**config.mk**
```make
export PLATFORM = sky130hd
export DESIGN_NAME = bandwidth_monitor_control
export DESIGN_NICKNAME = d
export VERILOG_FILES = /design/src/bw_monitor_pkg.sv /design/src/label_match.sv /design/src/bw_counter.sv /design/src/bandwidth_monitor_control.sv
export SDC_FILE = /design/constraint.sdc
export NUM_CORES = 1
export LEC_CHECK = 0
export ABC_AREA = 1
export BUFFER_PORTS_ARGS = -buffer_cell sky130_fd_sc_hd__buf_4
export CORE_ASPECT_RATIO = 1.1
export CORE_MARGIN = 2
export CORE_UTILIZATION = 45
export DETAILED_ROUTE_END_ITERATION = 10
export GPL_ROUTABILITY_DRIVEN = 1
export PLACE_DENSITY_LB_ADDON = 0.25
export SLEW_MARGIN = 20
export SYNTH_ARGS = -nofsm -noshare
export SYNTH_HDL_FRONTEND = slang
export SYNTH_SLANG_ARGS = --single-unit
```
**constraint.sdc**
```tcl
create_clock -name clk -period 15.9 [get_ports clk]
set_input_delay 0.795 -clock clk [delete_from_list [all_inputs] [get_ports clk]]
set_output_delay 0.795 -clock clk [all_outputs]
set_load 0.01 [all_outputs]
```
**src/bw_monitor_pkg.sv**
```systemverilog
// Offsets, field positions, codes and reset values for the bandwidth monitor control block
package bw_monitor_pkg;
    // ****************************************
    // Feature page offsets
    // ****************************************
    localparam int ADDR_W = 12;
    localparam logic [11:0] OFF_INSTANCE_SELECT = 12'h800;
    localparam logic [11:0] OFF_CACHE_USAGE_FILTER = 12'h810;
    localparam logic [11:0] OFF_BANDWIDTH_FILTER = 12'h820;
    localparam logic [11:0] OFF_BANDWIDTH_CONTROL = 12'h828;
    localparam logic [11:0] OFF_BANDWIDTH_COUNTER = 12'h830;
    localparam logic [11:0] OFF_BANDWIDTH_CAPTURE = 12'h838;
    localparam logic [11:0] OFF_SOFTWARE_CAPTURE = 12'h840;
    // ****************************************
    // Control register fields
    // ****************************************
    localparam int CTL_ENABLE = 31;
    localparam int CTL_CAPT_SEL_LO = 28;
    localparam int CTL_CLEAR_AFTER = 27;
    localparam int CTL_OVERFLOW = 26;
    localparam int CTL_IRQ_ENABLE = 25;
    localparam int CTL_HOLD = 24;
    localparam int CTL_SHIFT_ENABLE = 19;
    localparam int CTL_GROUP_MATCH = 17;
    localparam int CTL_PARTITION_MATCH = 16;
    localparam logic [7:0] MONITOR_TYPE_BANDWIDTH = 8'h42;
    // ****************************************
    // Filter fields and widths
    // ****************************************
    localparam int FLT_GROUP_LO = 16;
    localparam int GROUP_W = 8;
    localparam int PARTITION_W = 16;
    localparam int INDEX_W = 16;
    localparam int EXT_EVENTS = 6;
    // ****************************************
    // Capture source codes
    // ****************************************
    localparam logic [2:0] CAPT_NONE = 3'h0;
    localparam logic [2:0] CAPT_SOFTWARE = 3'h7;
    localparam logic [31:0] RESET_WORD = 32'h0000_0000;
endpackage

```
**src/label_match.sv**
```systemverilog
// Partition and group label filter for one monitor instance
`timescale 1ns/10ps
module label_match
    import bw_monitor_pkg::*;
(
    // Match enables
    input wire logic group_filter_enable,
    input wire logic partition_filter_enable,
    // Filter values
    input wire logic [bw_monitor_pkg::GROUP_W-1:0] filter_group,
    input wire logic [bw_monitor_pkg::PARTITION_W-1:0] filter_partition,
    // Transfer labels
    input wire logic [bw_monitor_pkg::GROUP_W-1:0] perf_group_label,
    input wire logic [bw_monitor_pkg::PARTITION_W-1:0] partition_label,
    // Result
    output logic hit
);
    always_comb
    begin
        hit = (!group_filter_enable || (perf_group_label == filter_group)) &&
              (!partition_filter_enable || (partition_label == filter_partition));
    end
endmodule

```
**src/bw_counter.sv**
```systemverilog
// Byte counter with capture copy, clear on capture and wrap or hold on overflow
`timescale 1ns/10ps
module bw_counter #(
    parameter int COUNT_W = 32,
    parameter int INC_W = 8
) (
    // Clock and reset
    input wire logic clk,
    input wire logic rst,
    // Counting
    input wire logic count_en,
    input wire logic [INC_W-1:0] increment,
    input wire logic frozen,
    // Capture
    input wire logic capture,
    input wire logic clear_after_capture,
    // Results
    output logic [COUNT_W-1:0] count,
    output logic [COUNT_W-1:0] capture_copy,
    output logic overflow_pulse
);
    logic [COUNT_W:0] sum;

    initial
    begin
        if (INC_W > COUNT_W || COUNT_W < 2)
            $error("bw_counter: increment wider than counter");
    end

    always_comb
    begin
        sum = {1'b0, count} + {{(COUNT_W + 1 - INC_W){1'b0}}, increment};
    end

    always_ff @(posedge clk or posedge rst)
    begin
        if (rst)
            capture_copy <= '0;
        else if (capture)
            capture_copy <= count;
    end

    // Capture with clear drops the beat in flight, so the copy is exact
    always_ff @(posedge clk or posedge rst)
    begin
        if (rst)
        begin
            count <= '0;
            overflow_pulse <= 1'b0;
        end
        else
        begin
            overflow_pulse <= 1'b0;
            if (capture && clear_after_capture)
                count <= '0;
            else if (count_en && !frozen)
            begin
                count <= sum[COUNT_W-1:0];
                overflow_pulse <= sum[COUNT_W];
            end
        end
    end
endmodule

```
**src/bandwidth_monitor_control.sv**
```systemverilog
// Banked control registers and instances of the bandwidth usage monitors
`timescale 1ns/10ps
module bandwidth_monitor_control
    import bw_monitor_pkg::*;
#(
    parameter int NUM_MON = 2,
    parameter int COUNT_W = 32,
    parameter int INC_W = 8,
    parameter int SCALE = 4,
    parameter bit HAS_MONITORING = 1'b1,
    parameter bit HAS_BANDWIDTH_MON = 1'b1,
    parameter bit HAS_CAPTURE = 1'b1,
    parameter bit HAS_OVERFLOW = 1'b1,
    parameter bit HAS_IRQ = 1'b1,
    parameter logic [5:0] EXT_EVENTS_BUILT = 6'h01
) (
    // Clock and reset
    input wire logic clk,
    input wire logic rst,
    // Feature page access
    input wire logic acc_req,
    input wire logic acc_write,
    input wire logic acc_nonsecure,
    input wire logic [bw_monitor_pkg::ADDR_W-1:0] acc_addr,
    input wire logic [31:0] acc_wdata,
    output logic [31:0] acc_rdata,
    output logic acc_ack,
    // Monitored transfers
    input wire logic xfer_valid,
    input wire logic xfer_nonsecure,
    input wire logic [bw_monitor_pkg::PARTITION_W-1:0] partition_label,
    input wire logic [bw_monitor_pkg::GROUP_W-1:0] perf_group_label,
    input wire logic [INC_W-1:0] xfer_bytes,
    // External capture events 1 to 6
    input wire logic [bw_monitor_pkg::EXT_EVENTS-1:0] ext_capture,
    // Overflow interrupt
    output logic overflow_irq
);
    localparam int N = 2 * NUM_MON;

    // ****************************************
    // Storage, one slot per state and instance
    // ****************************************
    logic [INDEX_W-1:0] sel_reg [2];
    logic [N-1:0] enable_reg;
    logic [2:0] capture_source_select [N];
    logic [N-1:0] clear_after_capture;
    logic [N-1:0] overflow_flag;
    logic [N-1:0] overflow_irq_enable;
    logic [N-1:0] overflow_hold;
    logic [N-1:0] value_shift_enable;
    logic [N-1:0] group_filter_enable;
    logic [N-1:0] partition_filter_enable;
    logic [GROUP_W-1:0] bw_group [N];
    logic [PARTITION_W-1:0] bw_partition [N];
    logic [31:0] cache_usage_filter [N];
    logic [COUNT_W-1:0] count [N];
    logic [COUNT_W-1:0] capture_copy [N];
    logic [N-1:0] overflow_pulse;
    logic [N-1:0] capture;
    logic [N-1:0] hit;
    logic [1:0] sw_capture;

    // ****************************************
    // Access decode
    // ****************************************
    logic bank;
    logic in_range;
    logic [$clog2(N)-1:0] slot;
    logic write_ok;
    logic ctl_present;

    initial
    begin
        if (NUM_MON < 1 || NUM_MON > 65536 || SCALE < 0 || SCALE >= COUNT_W || COUNT_W > 32)
            $error("bandwidth_monitor_control: unsupported parameters");
    end

    always_comb
    begin
        bank = acc_nonsecure;
        in_range = (sel_reg[bank] < NUM_MON);
        slot = in_range ? ($clog2(N))'({bank, sel_reg[bank]} - {bank, 16'h0}
                                       + (bank ? NUM_MON : 0)) : '0;
        write_ok = acc_req && acc_write;
        ctl_present = HAS_MONITORING && HAS_BANDWIDTH_MON;
    end

    always_comb
    begin
        sw_capture = 2'b00;
        if (write_ok && acc_addr == OFF_SOFTWARE_CAPTURE)
            sw_capture[bank] = 1'b1;
    end

    // Selector, one copy per security state
    always_ff @(posedge clk or posedge rst)
    begin
        if (rst)
        begin
            sel_reg[0] <= '0;
            sel_reg[1] <= '0;
        end
        else if (write_ok && acc_addr == OFF_INSTANCE_SELECT)
            sel_reg[bank] <= acc_wdata[INDEX_W-1:0];
    end

    // ****************************************
    // Per-slot logic
    // ****************************************
    genvar g;
    generate
        for (g = 0; g < N; g++)
        begin : slot_gen
            localparam bit SLOT_NS = (g >= NUM_MON);
            logic sel_here;
            logic ctl_wr;
            logic ext_hit;

            always_comb
            begin
                sel_here = in_range && (slot == ($clog2(N))'(g)) && (bank == SLOT_NS);
                ctl_wr = write_ok && sel_here && ctl_present
                         && acc_addr == OFF_BANDWIDTH_CONTROL;
                ext_hit = 1'b0;
                if (capture_source_select[g] != CAPT_NONE && capture_source_select[g] != CAPT_SOFTWARE)
                    ext_hit = EXT_EVENTS_BUILT[capture_source_select[g] - 3'h1]
                              && ext_capture[capture_source_select[g] - 3'h1];
                capture[g] = HAS_CAPTURE && (ext_hit
                    || (capture_source_select[g] == CAPT_SOFTWARE && sw_capture[SLOT_NS]));
            end

            always_ff @(posedge clk or posedge rst)
            begin
                if (rst)
                begin
                    enable_reg[g] <= 1'b0;
                    capture_source_select[g] <= CAPT_NONE;
                    clear_after_capture[g] <= 1'b0;
                    overflow_irq_enable[g] <= 1'b0;
                    overflow_hold[g] <= 1'b0;
                    value_shift_enable[g] <= 1'b0;
                    group_filter_enable[g] <= 1'b0;
                    partition_filter_enable[g] <= 1'b0;
                end
                else if (ctl_wr)
                begin
                    enable_reg[g] <= acc_wdata[CTL_ENABLE];
                    capture_source_select[g] <= HAS_CAPTURE ?
                        acc_wdata[CTL_CAPT_SEL_LO+:3] : CAPT_NONE;
                    clear_after_capture[g] <= HAS_CAPTURE && acc_wdata[CTL_CLEAR_AFTER];
                    overflow_irq_enable[g] <= HAS_IRQ && acc_wdata[CTL_IRQ_ENABLE];
                    overflow_hold[g] <= HAS_OVERFLOW && acc_wdata[CTL_HOLD];
                    value_shift_enable[g] <= acc_wdata[CTL_SHIFT_ENABLE];
                    group_filter_enable[g] <= acc_wdata[CTL_GROUP_MATCH];
                    partition_filter_enable[g] <= acc_wdata[CTL_PARTITION_MATCH];
                end
            end

            // A fresh overflow beats a software clear in the same cycle
            always_ff @(posedge clk or posedge rst)
            begin
                if (rst)
                    overflow_flag[g] <= 1'b0;
                else if (HAS_OVERFLOW)
                    overflow_flag[g] <= (ctl_wr ? acc_wdata[CTL_OVERFLOW] : overflow_flag[g])
                                        | overflow_pulse[g];
            end

            always_ff @(posedge clk or posedge rst)
            begin
                if (rst)
                begin
                    bw_group[g] <= '0;
                    bw_partition[g] <= '0;
                    cache_usage_filter[g] <= RESET_WORD;
                end
                else if (write_ok && sel_here)
                begin
                    if (acc_addr == OFF_BANDWIDTH_FILTER)
                    begin
                        bw_group[g] <= acc_wdata[FLT_GROUP_LO+:GROUP_W];
                        bw_partition[g] <= acc_wdata[PARTITION_W-1:0];
                    end
                    if (acc_addr == OFF_CACHE_USAGE_FILTER)
                        cache_usage_filter[g] <= {8'h00, acc_wdata[23:0]};
                end
            end

            label_match u_match (
                .group_filter_enable(group_filter_enable[g]),
                .partition_filter_enable(partition_filter_enable[g]),
                .filter_group(bw_group[g]),
                .filter_partition(bw_partition[g]),
                .perf_group_label(perf_group_label),
                .partition_label(partition_label),
                .hit(hit[g])
            );

            bw_counter #(
                .COUNT_W(COUNT_W),
                .INC_W(INC_W)
            ) u_counter (
                .clk(clk),
                .rst(rst),
                .count_en(enable_reg[g] && xfer_valid && xfer_nonsecure == SLOT_NS && hit[g]),
                .increment(xfer_bytes),
                .frozen(overflow_hold[g] && overflow_flag[g]),
                .capture(capture[g]),
                .clear_after_capture(clear_after_capture[g]),
                .count(count[g]),
                .capture_copy(capture_copy[g]),
                .overflow_pulse(overflow_pulse[g])
            );
        end
    endgenerate

    // ****************************************
    // Read data
    // ****************************************
    logic [31:0] read_word;
    logic [COUNT_W-1:0] scaled;
    logic [COUNT_W-1:0] scaled_copy;

    always_comb
    begin
        scaled = value_shift_enable[slot] ? (count[slot] >> SCALE) : count[slot];
        scaled_copy = value_shift_enable[slot] ? (capture_copy[slot] >> SCALE) : capture_copy[slot];
        read_word = 32'h0000_0000;
        case (acc_addr)
            OFF_INSTANCE_SELECT: read_word = {16'h0000, sel_reg[bank]};
            OFF_CACHE_USAGE_FILTER: read_word = in_range ? cache_usage_filter[slot] : 32'h0;
            OFF_BANDWIDTH_FILTER:
                if (in_range)
                    read_word = {8'h00, bw_group[slot], bw_partition[slot]};
            OFF_BANDWIDTH_CONTROL:
                if (in_range && ctl_present)
                    read_word = {enable_reg[slot], capture_source_select[slot],
                                 clear_after_capture[slot], overflow_flag[slot],
                                 overflow_irq_enable[slot], overflow_hold[slot],
                                 4'h0, value_shift_enable[slot], 1'b0,
                                 group_filter_enable[slot], partition_filter_enable[slot],
                                 8'h00, MONITOR_TYPE_BANDWIDTH};
            OFF_BANDWIDTH_COUNTER:
                if (in_range)
                    read_word = 32'(scaled);
            OFF_BANDWIDTH_CAPTURE:
                if (in_range)
                    read_word = 32'(scaled_copy);
            default: read_word = 32'h0000_0000;
        endcase
    end

    always_ff @(posedge clk or posedge rst)
    begin
        if (rst)
        begin
            acc_ack <= 1'b0;
            acc_rdata <= 32'h0000_0000;
        end
        else
        begin
            acc_ack <= acc_req;
            acc_rdata <= (acc_req && !acc_write) ? read_word : 32'h0000_0000;
        end
    end

    // Level interrupt, held while any enabled flag stays set
    always_ff @(posedge clk or posedge rst)
    begin
        if (rst)
            overflow_irq <= 1'b0;
        else
            overflow_irq <= HAS_IRQ && |(overflow_flag & overflow_irq_enable);
    end
endmodule

```
==> results of run 1 <==
## cells in the final DEF, fill, tap and decap left out, drive strengths merged, types with 8 or more instances in the layout
cell / count
nor3b: 8
o21a: 9
nor3: 76
nor2: 248
o22ai: 16
o21ai: 500
xor2: 48
nor4: 23
nand2: 1772
o31ai: 17
xnor2: 58
buf: 157
a21oi: 125
nand4: 187
ha: 44
bufinv: 9
nand3: 186
clkinv: 18
or2: 31
clkbuf: 86
dfrtp: 562
inv: 469
## critical path: cells and delay by family
| kind | cells | cell delay (ns) |
|---|---|---|
| buffers and inverters | 6 | 2.79 |
| and+or+nand+nor | 14 | 1.67 |
## routing by layer
| layer | GRT usage, % | vias up |
|---|---|---|
| li1 | - | 14877 |
| met1 | 39.1 | 14688 |
| met2 | 48.3 | 1120 |
| met3 | 4.16 | 263 |
| met4 | 15.1 | 2 |
| met5 | 0 | - |
## stage by stage
step | hold WS (ns) | power [µW] | util [%] | setup slack (ns)
after floorplan | 0.417 | 1560 | - | 7.45
after global placement | 0.431 | 1630 | 47.4 | 10.56
after detailed placement | 0.437 | 1630 | 47.4 | 10.54
after CTS | 0.264 | 3170 | 50.5 | 11.20
after global routing | 0.275 | 3250 | 50.5 | 10.78
final | 0.291 | 3160 | 50.5 | 11.08
## layout make-up
type / instances / share of cell area, %
clock buffer: 86 / 4.97
sequential: 562 / 38.8
inverter: 471 / 4.89
timing repair buffer: 157 / 3.32
antenna: 1 / 0.00690
multi-input combinational: 3385 / 43.7
tap: 945 / 3.26
clock inverter: 26 / 1.05
## cells by family after synthesis
family / Yosys count / synth area share, %
buffers and inverters: 707 / 8.63
adder cells (fa/ha/maj): 48 / 1.93
AO/OA/AOI/OAI: 690 / 11.1
multiplexers: 2 / 0.0689
AND/OR/NAND/NOR: 2539 / 32.4
XOR/XNOR: 106 / 2.84
flip-flops: 562 / 43.0
## cells in the mapped netlist (31+ instances only)
master    count
a21oi_1     125
buf_2       100
clkbuf_1    108
dfrtp_1     562
ha_1         44
inv_1       465
nand2_1    1767
nand3_1     185
nand4_1     187
nor2_1      239
nor3_1       76
o21ai_0     442
o21ai_1      57
or2_2        31
xnor2_1      58
xor2_1       48
## worst paths after layout
kind,start,end,slack (ns),depth (start not counted)
min in group asynchronous,rst,slot_gen[3].u_counter.count[5],0.40,3
max,acc_nonsecure,acc_rdata[8],11.08,20
min reg2reg,slot_gen[3].u_counter.overflow_pulse,overflow_flag[3],0.44,1
max reg2reg,sel_reg[18],acc_rdata[8],11.30,16
min,acc_req,acc_ack,0.29,1
max in group asynchronous,rst,bw_partition[3],13.02,5
## power by group through the flow
stage / logic [µW] / registers, µW / clock network (µW)
2_1_floorplan: 104 / 1460 / 0
3_3_place_gp: 172 / 1460 / 0
3_5_place_dp: 172 / 1460 / 0
4_1_cts: 173 / 1430 / 1570
5_1_grt: 189 / 1430 / 1630
6_report: 173 / 1430 / 1550
==> run metrics, run 1 <==
status=finished, final reports clean; Flop pwr share=45.3%; power share of the clock group=49.2%; Worst Setup Start Kind=input pin; metal2 WL=51,900 µm; Die Width=261 µm; die area=74,800 µm²; FP Rows=103; Worst-path clk slew=0.06 ns; Peak VDD IR=0.0800 mV; Tcrit/Tclk final=30.3%; Finished Cell Area=36,200 µm²; Tmin final=4.82 ns; Ys Warns=0; cell area after synthesis=32,700 µm²; ANT nets after route=0; Post-Route WL=112,000 µm; Area after DPL=34,100 µm²; Die H=287 µm; Max-Cap Viols=0; GRT Total Usage=29.8%; WP data arrival=5.32 ns; htree depth=2; clock latency on the worst-skew pair=0.66 ns; GRT Residual Overflow=0; Lkg Pwr=0.0186 µW; slowest stage cell, crit path=buf_4; CTS buffer count=61; CP max stage delay=0.70 ns; Most used DFF post-synth=dfrtp_1; met3 WL=7450 µm; hpwl dp=78,200 µm; RSZ-0062 raised after global routing=false; Layout area overhead=10.9%; final hold vios=0; crit-path cells=buf_4 > inv_2 > nand2_1 > nand2_1 > nor2_1 > nand2_1 > nor2_4 > buf_4 > nand2_4 > nor2_4 > buf_4 > buf_4 > nand2_1 > nand2_1 > buf_4 > nand2_1 > nand3_1 > nand3_1 > nand2_1 > nand2_1; post-CTS setup buffers=0; Via density=5.49; Worst Setup End Kind=register; clock sinks=562; Slew Viols, Final=0; clk buf depth=3; WL per Instance=19.9 µm; design internal power=2410 µW; top-area cell type share of the netlist area=43.0%; DRC violations left=0; Pwr Density=87.1 nW/µm²; filler cell count=7,293; vias in the first global route=29,088; sw frac=23.8%; Multi-input gate area=15,800 µm²; CP most frequent cell=nand2_1; nets@finish=4,775; Avg Cell Area, Syn=7.02 µm²; Cells after DPL=5,520; cell accounting for the most synthesized area=dfrtp_1; Post-CTS Hold Buffers=0; Rel. slew slack=28.8%; Critical Path Fanout Max=61; Starting Density=45.5%; FF+latch count, synth=562; P_sw=751 µW; post-CTS sizing=0; IO Pins=123; WL met1=46,300 µm; share of post-route cells with drive strength above 1=6.96%; Final setup viols=0; worst hold path type=input pin to register; EDFF count, synth=0; pin count of the biggest net entering global routing=162; Mapped Cells=4,654; register area share after synthesis=43.0%; CTS tree=done; vias post-DR=30,950; CP required=16.40 ns; CTS Root Cell=clkbuf_16; non-filler instance count after layout=5,633; DR iter-0 viols=3,321; placeable core area=71,800 µm²; number of I/O port buffers=120; Worst Tran Pin Value=1.06 ns; leading post-synthesis cells by cell area=dfrtp_1 (43%), nand2_1 (20%), o21ai_0 (6.8%); final setup TNS=0 ns; WS Path Type=input pin to register; Distinct cells, synth=49; Comb power frac=5.5%; async set-or-reset flop fraction in the synthesized netlist=100%; worst clock skew=0.0352 ns; top sig layer=met5; fmax=0.207 GHz; DRT Pass-1 Iters=8; gp weighted congestion=1.00; first-pass GRT wire length=173,000 µm; antenna violations before repair=2; Net Count, Synth=4,791; Largest regs=slot_gen.u_counter.capture_copy x128, slot_gen.u_counter.count x128, cache_usage_filter x96; Reg area=14,100 µm²
Note: power is estimated with default switching activity, not from simulation.
==> inputs of run 2 (changes only) <==
Clock period 15.9 ns to 5 ns, I/O delays scaled along.
==> run metrics, run 2 (same netlist as run 1, synthesis figures left out) <==
WHS=0.0250 ns; htree depth=3; DR iter-0 viols=3,330; CTS buffer count=66; Final setup viols=0; clock latency on the worst-skew pair=0.62 ns; Via density=5.51; DRC violations left=0; RSZ-0062 raised after global routing=false; vias post-DR=31,195; share of post-route cells with drive strength above 1=7.15%; WP data arrival=4.05 ns; IO Pins=123; FP Rows=103; WL per Instance=19.8 µm; antenna violations before repair=1; placeable core area=71,800 µm²; post-CTS sizing=0; clk buf depth=3; Worst Tran Pin Value=1.10 ns; GRT Residual Overflow=0; hpwl dp=78,700 µm; worst clock skew=0.0238 ns; filler cell count=7,085; first-pass GRT wire length=172,000 µm; power share of the clock group=49.9%; fmax=0.284 GHz; Critical Path Fanout Max=15; post-CTS setup buffers=0; nets@finish=4,804; design internal power=7780 µW; clock sinks=562; CTS Root Cell=clkbuf_16; Lkg Pwr=0.0187 µW; final hold vios=0; WS Path Type=register to register; commonest non-fill, non-tap cell in the layout=nand2_1; Tmin final=3.51 ns; Slew Viols, Final=0; pin count of the biggest net entering global routing=137; die area=74,800 µm²; Post-Route WL=112,000 µm; Starting Density=45.5%; Worst Setup End Kind=register; leading cell types in the layout, fill and taps excluded=nand2_1 (1,761), dfrtp_1 (562), inv_1 (464); Die H=287 µm; P_sw=2420 µW; Layout area overhead=12.0%; CP required=5.54 ns; Core Util, Final=51.0%; gp weighted congestion=0.990; vias in the first global route=28,770; Worst-path clk slew=0.06 ns; number of I/O port buffers=120; DRT Pass-1 Iters=6; Peak VDD IR=0.276 mV; Max-Cap Viols=0; CTS tree=done; Largest regs=slot_gen.u_counter.capture_copy x128, slot_gen.u_counter.count x128, cache_usage_filter x96; worst hold path type=input pin to register; Die Width=261 µm; GRT Total Usage=29.9%; ANT nets after route=0; Tcrit/Tclk final=70.3%; Rel. slew slack=26.4%; Pwr Density=279 nW/µm²; Post-CTS Hold Buffers=10; status=finished, final reports clean; Flop pwr share=44.6%; final setup TNS=0 ns; Comb power frac=5.5%; Worst Setup Start Kind=register; sw frac=23.7%
[run 2: changes by cell type in the layout (fill, tap and decap cells not counted), moves of 2 or more]
cell	change
buf_12	+6
buf_4	+8
bufinv_16	-2
clkbuf_1	+7
clkbuf_16	+10
clkbuf_8	-9
clkinvlp_4	+2
dlygate4sd3_1	+10
[run 2: cell type report]
cell class                 instances  area (µm²)  area share (%)
antenna                            2        5.00          0.0137
clock buffer                      94        1950            5.34
clock inverter                    23         299           0.817
inverter                         471        1770            4.84
multi-input combinational       3385       15800            43.3
sequential                       562       14100            38.4
tap                              945        1180            3.23
timing repair buffer             181        1480            4.05
[run 2: routing by layer]
| metal | track usage (%) | share of wire, % | vias to the layer above | wire (µm) |
|---|---|---|---|---|
| li1 | - | - | 14939 | - |
| met5 | 0 | 0.012 | - | 13 |
| met1 | 39.5 | 41 | 14789 | 46100 |
| met2 | 48.0 | 47 | 1217 | 52200 |
| met3 | 4.52 | 7.0 | 248 | 7840 |
| met4 | 14.6 | 5.3 | 2 | 5920 |
[run 2: through the flow]
stage	cell area (µm²)	worst slack (ns)	std cells	power, µW
global placement	34200	1.23	5534	5180
CTS	36600	1.50	5661	10300
finish	36600	1.49	5663	10200
global route	36600	1.28	5661	10500
floorplan	32700	-2.90	4654	4970
detailed placement	34200	1.22	5534	5190
[run 2: worst max-delay path, stage by stage (launching register included)]
cell and delay, ns:
dfrtp_1 0.40, xnor2_1 0.22, nand4_1 0.21, nor2_1 0.17, nand2_1 0.14, nand2_1 0.08, nand2_1 0.42, inv_1 0.59
nand2_1 0.29, nor4_1 0.62, buf_4 0.27
[run 2: worst paths after layout]
check                                                     startpoint                              endpoint  slack, ns  cells past startpoint
max in group asynchronous                                        rst                       bw_partition[9]       3.42                      4
min in group asynchronous                                        rst        slot_gen[2].u_counter.count[3]       0.35                      3
worst max register to register                      bw_partition[31]  slot_gen[2].u_counter.overflow_pulse       1.49                     10
worst min-delay path                                   acc_wdata[23]                          bw_group[23]       0.02                      3
worst min register to register  slot_gen[3].u_counter.overflow_pulse                      overflow_flag[3]       0.45                      1
worst max-delay path                                bw_partition[31]  slot_gen[2].u_counter.overflow_pulse       1.49                     10
[run 2: power by group through the flow]
stage / sequential, µW / clock, µW / combinational [µW]
2_1_floorplan: 4640 / 0 / 330
3_3_place_gp: 4630 / 0 / 550
3_5_place_dp: 4630 / 0 / 553
4_1_cts: 4550 / 5150 / 561
5_1_grt: 4550 / 5340 / 617
6_report: 4550 / 5090 / 560
